## config.mk

```make
export PLATFORM = sky130hd
export DESIGN_NAME = phy_mgmt_interrupt_logic
export DESIGN_NICKNAME = d
export VERILOG_FILES = /design/src/core/phy_irq_pkg.sv /design/src/core/phy_mgmt_interrupt_logic.sv
export VERILOG_INCLUDE_DIRS = /design/src /design/src/core
export SDC_FILE = /design/constraint.sdc
export NUM_CORES = 1
export LEC_CHECK = 0
export ABC_AREA = 1
export BUFFER_PORTS_ARGS = -buffer_cell sky130_fd_sc_hd__buf_2
export CAP_MARGIN = 20
export CORE_MARGIN = 1
export CORE_UTILIZATION = 47
export CTS_CLUSTER_SIZE = 20
export DETAILED_ROUTE_END_ITERATION = 7
export GPL_TIMING_DRIVEN = 0
export HOLD_SLACK_MARGIN = 0.03
export MAX_ROUTING_LAYER = met4
export PLACE_DENSITY = 0.81
export SLEW_MARGIN = 20
export SYNTH_ARGS = -nofsm -noshare
export SYNTH_HDL_FRONTEND = slang
export SYNTH_SLANG_ARGS = --single-unit
```

## constraint.sdc

```tcl
create_clock -name sys_clk -period 2.9 [get_ports sys_clk]
set_input_delay 0.58 -clock sys_clk [delete_from_list [all_inputs] [get_ports sys_clk]]
set_output_delay 0.58 -clock sys_clk [all_outputs]
set_load 0.01 [all_outputs]
```

## src/core/phy_irq_cfg.svh

```systemverilog
`ifndef PHY_IRQ_CFG_SVH
`define PHY_IRQ_CFG_SVH
// ***************************************************
// Register indices (byte address is four times the index)
// ***************************************************
`define REG_IDX_MASK_ENABLE   8'h12
`define REG_IDX_EVENT_CHANGE  8'h13
`define REG_IDX_STATUS_IN     8'h14
// ***************************************************
// Field positions
// ***************************************************
`define BIT_AUTONEG           7
`define BIT_SPEED             6
`define BIT_DUPLEX            5
`define BIT_LINK              4
`define BIT_PENDING           2
`define BIT_GLOBAL_EN         1
`define BIT_TEST_FORCE        0
`define MASK_ENABLE_WMASK     16'h00F3
`define MASK_ENABLE_RESET     16'h0000
// ***************************************************
// Timing
// ***************************************************
`define EDGE_ARM_DEPTH        3
`endif

```

## src/core/phy_irq_pkg.sv

```systemverilog
`default_nettype none
package phy_irq_pkg;
   typedef enum logic [1:0] {
      BUS_IDLE = 2'b00,
      BUS_DONE = 2'b01
   } bus_state_t;
endpackage : phy_irq_pkg
`default_nettype wire

```

## src/core/phy_mgmt_interrupt_logic.sv

```systemverilog
// Design decision made here: the Avalon-MM slave port.
`timescale 1ns/1ps
`default_nettype none
`include "phy_irq_cfg.svh"

module phy_mgmt_interrupt_logic (
   input  wire logic        sys_clk,
   input  wire logic        resetn,
   input  wire logic [7:0]  avs_address,
   input  wire logic        avs_read,
   input  wire logic        avs_write,
   input  wire logic [31:0] avs_writedata,
   input  wire logic [3:0]  avs_byteenable,
   output var  logic [31:0] avs_readdata,
   output var  logic        avs_waitrequest,
   input  wire logic        autoneg_done_in,
   input  wire logic        speed_in,
   input  wire logic        duplex_in,
   input  wire logic        link_in,
   output var  logic        mgmt_irq_n
);

   // ***************************************************
   // Status input synchronisers
   // ***************************************************
   logic [3:0] sync1_q;
   logic [3:0] sync2_q;
   logic [3:0] prev_q;
   logic [`EDGE_ARM_DEPTH-1:0] prev_valid_q;

   always_ff @(posedge sys_clk or negedge resetn) begin
      if (!resetn) begin
         sync1_q      <= 4'h0;
         sync2_q      <= 4'h0;
         prev_q       <= 4'h0;
         prev_valid_q <= {`EDGE_ARM_DEPTH{1'b0}};
      end else begin
         sync1_q      <= {autoneg_done_in, speed_in, duplex_in, link_in};
         sync2_q      <= sync1_q;
         prev_q       <= sync2_q;
         prev_valid_q <= {prev_valid_q[`EDGE_ARM_DEPTH-2:0], 1'b1};
      end
   end

   // Edges count only once the previous-sample stage holds a real pin sample; an earlier
   // compare against reset zeros would set a flag for every pin that idles high
   wire        edge_armed = prev_valid_q[`EDGE_ARM_DEPTH-1];
   wire        speed_evt  = edge_armed & (sync2_q[2] ^ prev_q[2]);
   wire        duplex_evt = edge_armed & (sync2_q[1] ^ prev_q[1]);
   wire        link_evt   = edge_armed & (sync2_q[0] ^ prev_q[0]);
   wire        autoneg_done_flag = sync2_q[3];

   // ***************************************************
   // Avalon-MM slave
   // ***************************************************
   phy_irq_pkg::bus_state_t bus_q;
   logic [15:0] mask_enable_q;
   logic        speed_changed_flag_q;
   logic        duplex_changed_flag_q;
   logic        link_changed_flag_q;

   wire req        = avs_read | avs_write;
   wire accept     = req & (bus_q == phy_irq_pkg::BUS_IDLE);
   wire hit_mask   = (avs_address == `REG_IDX_MASK_ENABLE);
   wire hit_change = (avs_address == `REG_IDX_EVENT_CHANGE);
   wire hit_status = (avs_address == `REG_IDX_STATUS_IN);
   wire wr_mask    = accept & avs_write & hit_mask;
   wire rd_change  = accept & avs_read & hit_change;

   wire [15:0] wmask     = {{8{avs_byteenable[1]}}, {8{avs_byteenable[0]}}} & `MASK_ENABLE_WMASK;
   wire [15:0] mask_d    = (mask_enable_q & ~wmask) | (avs_writedata[15:0] & wmask);

   wire autoneg_done_mask = mask_enable_q[`BIT_AUTONEG];
   wire speed_event_mask  = mask_enable_q[`BIT_SPEED];
   wire duplex_event_mask = mask_enable_q[`BIT_DUPLEX];
   wire link_event_mask   = mask_enable_q[`BIT_LINK];
   wire global_irq_enable = mask_enable_q[`BIT_GLOBAL_EN];
   wire test_force_irq    = mask_enable_q[`BIT_TEST_FORCE];

   // Event set wins over a read clear in the same cycle
   wire speed_flag_d  = speed_evt  | (speed_changed_flag_q  & ~rd_change);
   wire duplex_flag_d = duplex_evt | (duplex_changed_flag_q & ~rd_change);
   wire link_flag_d   = link_evt   | (link_changed_flag_q   & ~rd_change);

   wire masked_any = (autoneg_done_flag    & autoneg_done_mask)
                   | (speed_changed_flag_q  & speed_event_mask)
                   | (duplex_changed_flag_q & duplex_event_mask)
                   | (link_changed_flag_q   & link_event_mask);
   wire irq_d      = test_force_irq | (global_irq_enable & masked_any);
   logic irq_q;

   wire [15:0] change_view = {8'h00, autoneg_done_flag, speed_changed_flag_q, duplex_changed_flag_q,
                              link_changed_flag_q, 1'b0, irq_q, 2'b00};
   wire [31:0] rdata_d = hit_mask   ? {16'h0000, mask_enable_q}
                       : hit_change ? {16'h0000, change_view}
                       : hit_status ? {28'h0000000, sync2_q}
                       : 32'h00000000;

   // One wait cycle, then the answer; unmapped reads return zero, writes drop
   always_ff @(posedge sys_clk or negedge resetn) begin
      if (!resetn) begin
         bus_q           <= phy_irq_pkg::BUS_IDLE;
         avs_waitrequest <= 1'b1;
         avs_readdata    <= 32'h00000000;
      end else begin
         bus_q           <= accept ? phy_irq_pkg::BUS_DONE : phy_irq_pkg::BUS_IDLE;
         avs_waitrequest <= ~accept;
         avs_readdata    <= (accept & avs_read) ? rdata_d : 32'h00000000;
      end
   end

   // ***************************************************
   // Mask and enable register
   // ***************************************************
   always_ff @(posedge sys_clk or negedge resetn) begin
      if (!resetn) begin
         mask_enable_q <= `MASK_ENABLE_RESET;
      end else if (wr_mask) begin
         mask_enable_q <= mask_d;
      end
   end

   // ***************************************************
   // Change flags
   // ***************************************************
   always_ff @(posedge sys_clk or negedge resetn) begin
      if (!resetn) begin
         speed_changed_flag_q  <= 1'b0;
         duplex_changed_flag_q <= 1'b0;
         link_changed_flag_q   <= 1'b0;
      end else begin
         speed_changed_flag_q  <= speed_flag_d;
         duplex_changed_flag_q <= duplex_flag_d;
         link_changed_flag_q   <= link_flag_d;
      end
   end

   // ***************************************************
   // Interrupt output
   // ***************************************************
   // Pending bit and pin share one next value, so software never sees them disagree
   always_ff @(posedge sys_clk or negedge resetn) begin
      if (!resetn) begin
         irq_q      <= 1'b0;
         mgmt_irq_n <= 1'b1;
      end else begin
         irq_q      <= irq_d;
         mgmt_irq_n <= ~irq_d;
      end
   end
endmodule : phy_mgmt_interrupt_logic
`default_nettype wire

```

======== Word level (Yosys, flattened, before mapping) ========
Index checks and enable logic that the tools add are counted.
storage, ports and cells
  word-level logic and storage cells ...... 56
  input bits .............................. 52
  register bits ........................... 53
operators by class
  reductions and logical operators ........ 1
  eq/ne operators ......................... 3
  bitwise operators ....................... 34
  mux-type cells .......................... 5
operators with widths
  kind                count
  $mux 16             2
  $eq 8x5->1 const B  3
  $and 1x1->1         16
  $and 16x16->16      1
  $and 16x8->16       1
  $not 8->16          1
  $or 16x16->16       1
  $mux 8              1
  $or 1x1->1          8
  $mux 4              1
  $not 1->1           3
  $xor 1x1->1         3
  $logic_not 2->1     1
  $mux 1              1

======== Longest topological paths before layout ========
Gate-level depths: netlist of run 1.
  word-level depth ........................ 7
  mapped depth ............................ 8
  depth with buffers taken out ............ 8

======== Worst setup path before layout of run 1 ========
OpenSTA, ideal clock, no wires.
  kind .................................... input-to-reg
  start point ............................. in avs_address[0]
  end point ............................... reg with a tool-made name
  arrival ................................. 1.225 ns
  cell stages on the path ................. 7
  path buffers ............................ 1
  required time ........................... 2.783 ns
  setup slack ............................. 1.558 ns
  cell sequence ........................... inv_1 -> nand2_2 -> nor2_4 -> nand3_4 -> buf_6 -> nand2_1 -> o21ai_2
RTL lines
  element          RTL line                       source
  start, declared  phy_mgmt_interrupt_logic.sv:9  input wire logic [7:0] avs_address,

======== Worst setup path in the final report of run 1 ========
  start point ............................. reg mgmt_irq_n
  end point ............................... out mgmt_irq_n
RTL lines
  element                 RTL line                         source
  start, declared         phy_mgmt_interrupt_logic.sv:20   output var logic mgmt_irq_n
  start signal, assigned  phy_mgmt_interrupt_logic.sv:148  mgmt_irq_n <= ~irq_d;
No word-level cell between the ends.

==> results of run 1 <==
-- stage by stage --
| stage | area, um^2 | hold slack [ns] | instances |
|---|---|---|---|
| 3_3_place_gp | 1867 | 0.3322 | 260 |
| 6_report | 1927 | 0.2893 | 268 |
| 4_1_cts | 1927 | 0.3029 | 268 |
| 3_5_place_dp | 1867 | 0.3347 | 260 |
| 2_1_floorplan | 1652 | 0.2844 | 184 |
| 5_1_grt | 1927 | 0.3110 | 268 |
-- where the power goes --
part | leakage (nW) | internal (mW) | switching, mW | total [mW]
logic | 0.629 | 0.0445 | 0.0568 | 0.101
clock network | 0.0353 | 0.117 | 0.150 | 0.268
registers | 0.432 | 0.505 | 0.00761 | 0.513
-- cells in the final DEF, fill, tap and decap left out --
| master | instances |
|---|---|
| dfrtp_1 | 33 |
| nand2_1 | 32 |
| buf_2 | 32 |
| conb_1 | 25 |
| buf_4 | 24 |
| inv_1 | 23 |
| nand3_1 | 10 |
| o21ai_0 | 6 |
| o21ai_2 | 6 |
| nor2_1 | 5 |
| nand4_1 | 5 |
| clkbuf_4 | 5 |
| nand2_2 | 3 |
| or2_2 | 3 |
| nor2_4 | 2 |
| buf_6 | 2 |
| a21oi_1 | 2 |
| dfstp_2 | 2 |
| nand3_4 | 1 |
| clkbuf_1 | 1 |
| clkbuf_8 | 1 |
| clkinv_2 | 1 |
-- layout make-up --
| cell class | count | area share |
|---|---|---|
| tap | 44 | 0.02857 |
| clock buffer | 7 | 0.02857 |
| inverter | 23 | 0.04481 |
| sequential | 35 | 0.4558 |
| multi-input combinational | 100 | 0.2513 |
| clock inverter | 1 | 0.002597 |
| timing repair buffer | 32 | 0.08312 |
| buffer | 26 | 0.1052 |
-- final timing paths --
kind / from / to / slack [ns] / cells after the start
min in group sys_clk: link_in / sync1_q[0]$_DFF_PN0_ / 0.34 / 1
max reg2reg: bus_q[0]$_DFF_PN0_ / flop / 1.71 / 7
min: resetn / sync1_q[2]$_DFF_PN0_ / 0.29 / 1
max: mgmt_irq_n$_DFF_PN1_ / mgmt_irq_n / 1.35 / 1
max in group asynchronous: resetn / irq_q$_DFF_PN0_ / 2.16 / 1
min reg2reg: sync1_q[2]$_DFF_PN0_ / sync2_q[2]$_DFF_PN0_ / 0.35 / 0
-- cells by family after synthesis --
group           count (synthesis)  share of synthesized area
flops                          35                     0.5611
other cells                     2                   0.004798
simple gates                   61                     0.1903
compound gates                 14                    0.05915
buf+inv                        49                     0.1846
-- metal layers --
layer	global-route usage	vias up	wire (um)
li1	-	574	-
met2	0.2286	46	1103
met3	0.05844	6	170
met5	-	-	0
met4	0.07973	0	46
met1	0.1739	456	1035
==> run_results.csv, run 1 <==
group,metric,value,unit
finish,n_antenna_cell,0,
clock_tree,clk_path_buf_depth,2,
worst_setup_path,path_cells,"buf_2",
synth,synth_cell_types,17,
worst_setup_path,crit_path_max_incr_delay,0.52,ns
finish,drive_gt1_frac,0.3661,
die,die-height,59.71,um
die,die_w,59.71,um
detailed_routing,vias,1082,
clock_tree,htreeDepth,2,
synth,netlist_instances,161,
global_route,grt_first_pass_wirelength,3.677,mm
detailed_routing,route.antenna.remaining_nets,0,
timing,setup_viol,0,
clock_tree,cts_tree,"yes",
finish,finalNetCount,275,
die,core-area,3103,um^2
worst_setup_path,critPathKind,"flop to primary output",
worst_setup_path,worstPathMaxFanout,1,
place,post-place-ws,1.320,ns
clock_tree,cts.sinks,35,
synth,synth_common_cells,"33 x dfrtp_1, 32 x nand2_1, 24 x buf_4",
timing,rsz0062_at_grt,"no",
worst_setup_path,worstPathRequired,2.32,ns
global_route,grt_overflow_total,0,
finish,regArea,878.3,um^2
timing,min_period_over_period,0.5354,
global_route,grt_max_degree,36,
worst_setup_path,cp_top_family,"flip-flops",
place,portBuffers,32,
synth,ys.flop_type,"dfrtp_1",
global_route,first_global_vias,915,
synth,yosysTopAreaCell,"dfrtp_1",
power_and_ir_drop,irDropWorstVdd,0.0003211,V
worst_setup_path,crit_path_end_kind,"primary output",
timing,setup_ws,1.347,ns
clock_tree,postCtsHoldBufs,0,
worst_setup_path,cp_slowest_cell,"dfstp_2",
clock_tree,ctsResizeCount,0,
detailed_routing,drt-total-wl,2.357,mm
synth,netlist_area,1565,um^2
die,dieArea,3565,um^2
worst_hold_path,hp-class,"primary input to async pin",
finish,postLayoutCoreUtil,0.6210,
timing,fmax,644.1,MHz
place,place_congestion,0.8331,
timing,fin_skew,0.004395,ns
worst_setup_path,cp-start-kind,"flop",
synth,synth_edf_count,0,
synth,syn_avg_cell_area,9.722,um^2
run_status,outcome,"finished clean",
place,dp_hpwl,1.845,mm
timing,tightest_slew,0.7182,ns
power_and_ir_drop,p_leak,1.096,nW
finish,area_delta_synth_final,23.10,%
synth,yosysSeqAreaShare,0.5612,
synth,async_flop_share,1.000,
timing,fin_crit,1.553,ns
worst_setup_path,critical_path_arrival,0.97,ns
global_route,grtUsageTotal,0.1513,
detailed_routing,wire_per_inst,8.795,um
global_route,antenna_found_initial,0,
finish,multi_input_area,484.2,um^2
clock_tree,clk_latency,0.33,ns
synth,synth_warnings,0,
synth,yosysTopAreaCellShare,0.5276,
clock_tree,postCtsSetupBuffers,0,
timing,final.setup.tns,0,ns
finish,fillCellCount,269,
power_and_ir_drop,power_density,457.8,nW/um^2
synth,post-synth-top-count-cell,"dfrtp_1",
detailed_routing,viasPerCell,4.037,
power_and_ir_drop,total_power,0.8822,mW
clock_tree,numCtsBuffers,5,
timing,slew_viol_final,0,
die,io_pins,86,
clock_tree,clk_pin_slew,0.10,ns
detailed_routing,drc,0,
synth,ys_top_cells_by_area,"dfrtp_1 53%, buf_4 12%, nand2_1 7.7%, inv_1 5.5%, dfstp_2 3.4%",
timing,slew_headroom,0.5212,
flow_run,drv_cap,0,
die,row_count,20,
detailed_routing,drt_iter0_drc,21,
die,start_util,0.5044,
worst_setup_path,critPathBufInv,1,
timing,hold_viol_final,0,
synth,synth-seq-cells,35,
detailed_routing,firstDrtPassIters,4,
clock_tree,root_buffer,"clkbuf_4",
No activity file was read; power rests on OpenSTA's default activity.
==> run 2, diff against run 1 <==
- CORE_UTILIZATION: 47 -> 39
- PLACE_DENSITY: 0.81 -> 0.71
- clock period: 2.9 -> 1.3 ns (I/O delays scaled with it)
==> run 2 against run 1 <==
Effect of this change:
- die area up 20%
- flip-flop and latch count unchanged
- first-iteration DRC count up 86%
- sequential power up 120%
- largest cell class unchanged
- critical path type is now flop to flop
- global-route usage down 2.9 points
- sequential share of layout area down 1.0 points
- critical path depth up 6
- clock-buffer cell count down 1
- wire length down 2.0%
==> run_results.csv, run 2 (synthesis gave the netlist of run 1 again) <==
group,metric,value,unit
timing,fin_crit,1.185,ns
timing,setup_ws,0.1146,ns
finish,postLayoutCoreUtil,0.5264,
finish,fin_area,1971,um^2
place,placed_area,1872,um^2
detailed_routing,firstDrtPassIters,4,
place,post-place-ws,0.01303,ns
place,dp_hpwl,1.811,mm
global_route,grt_max_degree,36,
timing,final.setup.tns,0,ns
timing,min_period_over_period,0.9118,
finish,n_antenna_cell,0,
worst_setup_path,crit_path_end_kind,"flop",
power_and_ir_drop,power_density,1102,nW/um^2
worst_hold_path,hp-class,"primary input to async pin",
timing,setup_viol,0,
timing,slew_viol_final,0,
timing,rsz0062_at_grt,"no",
power_and_ir_drop,irDropWorstVdd,0.0007750,V
die,die_w,65.35,um
timing,slew_headroom,0.5268,
die,io_pins,86,
clock_tree,root_buffer,"clkbuf_8",
detailed_routing,drt_iter0_drc,39,
die,start_util,0.4181,
worst_setup_path,worstPathMaxFanout,10,
die,row_count,22,
detailed_routing,drt-total-wl,2.309,mm
detailed_routing,route.antenna.remaining_nets,0,
worst_setup_path,regToRegSetupSlack,0.11,ns
clock_tree,clk_latency,0.28,ns
global_route,grt_overflow_total,0,
worst_setup_path,critical_path_arrival,1.36,ns
place,place_congestion,0.8195,
worst_setup_path,worstReg2RegStart,"bus_q[0]$_DFF_PN0_",
finish,drive_gt1_frac,0.3750,
clock_tree,htreeDepth,2,
timing,hold_viol_final,0,
die,die-height,65.35,um
finish,finalNetCount,275,
worst_setup_path,cp-start-kind,"flop",
detailed_routing,viasPerCell,3.960,
run_status,outcome,"finished clean",
finish,final_cell_mix,"33 x dfrtp_1, 32 x nand2_1, 32 x buf_2",
timing,fmax,843.6,MHz
clock_tree,cts_tree,"yes",
place,portBuffers,32,
clock_tree,postCtsHoldBufs,0,
die,dieArea,4271,um^2
worst_setup_path,worstPathRequired,1.48,ns
flow_run,drv_cap,0,
timing,whs,0.02256,ns
global_route,first_global_vias,919,
clock_tree,cts.sinks,35,
die,core-area,3744,um^2
global_route,antenna_found_initial,0,
finish,final_common_cell,"dfrtp_1",
power_and_ir_drop,p_leak,1.106,nW
clock_tree,clk_pin_slew,0.07,ns
clock_tree,postCtsSetupBuffers,0,
clock_tree,numCtsBuffers,5,
clock_tree,clk_path_buf_depth,2,
detailed_routing,wire_per_inst,8.489,um
global_route,grt_first_pass_wirelength,3.712,mm
timing,fin_skew,0.006374,ns
detailed_routing,vias,1077,
global_route,grtUsageTotal,0.1219,
timing,tightest_slew,0.7098,ns
finish,area_delta_synth_final,25.90,%
worst_setup_path,reg2reg_depth,7,
worst_setup_path,critPathKind,"flop to flop",
detailed_routing,drc,0,
## run 2: timing repair
action                                 in CTS  in global routing
setup endpoints to repair                   0                  1
resized for setup                           0                  1
endpoints found under the hold margin       0                  0
## run 2: worst max path at each step
stage                     slack (ns)  cells past startpoint                             end          startpoint
after CTS                       0.10                      7                            flop  bus_q[0]$_DFF_PN0_
final                           0.11                      7                            flop  bus_q[0]$_DFF_PN0_
after floorplan                 0.22                      7                            flop  bus_q[0]$_DFF_PN0_
after detailed placement        0.01                      7   link_changed_flag_q$_DFF_PN0_      avs_address[3]
after global placement          0.04                      7  speed_changed_flag_q$_DFF_PN0_      avs_address[3]
after global routing            0.05                      7                            flop  bus_q[0]$_DFF_PN0_
## run 2: area by class of cell
class / count / area (um^2)
Clock buffer: 6 / 82.58
Fill cell: 361 / 1773
Inverter: 23 / 86.33
Timing Repair Buffer: 32 / 160.2
Multi-Input combinational cell: 100 / 484.2
Buffer: 26 / 202.7
Sequential cell: 35 / 878.3
Clock inverter: 2 / 16.27
Tap cell: 48 / 60.06
## run 2: worst max-delay path: stages, from the launching register on
cell     delay, ns
dfrtp_1       0.36
inv_1         0.06
nand2_1       0.06
nor2_1        0.19
nand3_4       0.11
buf_6         0.16
nand2_1       0.07
o21ai_2       0.05
## run 2: through the flow
| step | cells | total power, mW |
|---|---|---|
| 6_report | 272 | 2.172 |
| 5_1_grt | 272 | 2.294 |
| 4_1_cts | 272 | 2.202 |
| 3_5_place_dp | 264 | 1.391 |
| 3_3_place_gp | 264 | 1.387 |
| 2_1_floorplan | 184 | 1.317 |
## run 2: metal layers
| metal | up-vias | routed length [um] | global-route usage |
|---|---|---|---|
| met5 | - | 0 | - |
| met4 | 0 | 59 | 0.07337 |
| met3 | 6 | 196 | 0.03819 |
| met2 | 44 | 1010 | 0.1869 |
| met1 | 460 | 1041 | 0.1396 |
| li1 | 567 | - | - |
## run 2: power breakdown
part	switching (mW)	internal [mW]	leakage (nW)	total [mW]
Combinational	0.125	0.0994	0.627	0.224
Clock	0.369	0.431	0.0474	0.801
Sequential	0.0177	1.13	0.432	1.15
Total	0.512	1.66	1.11	2.17
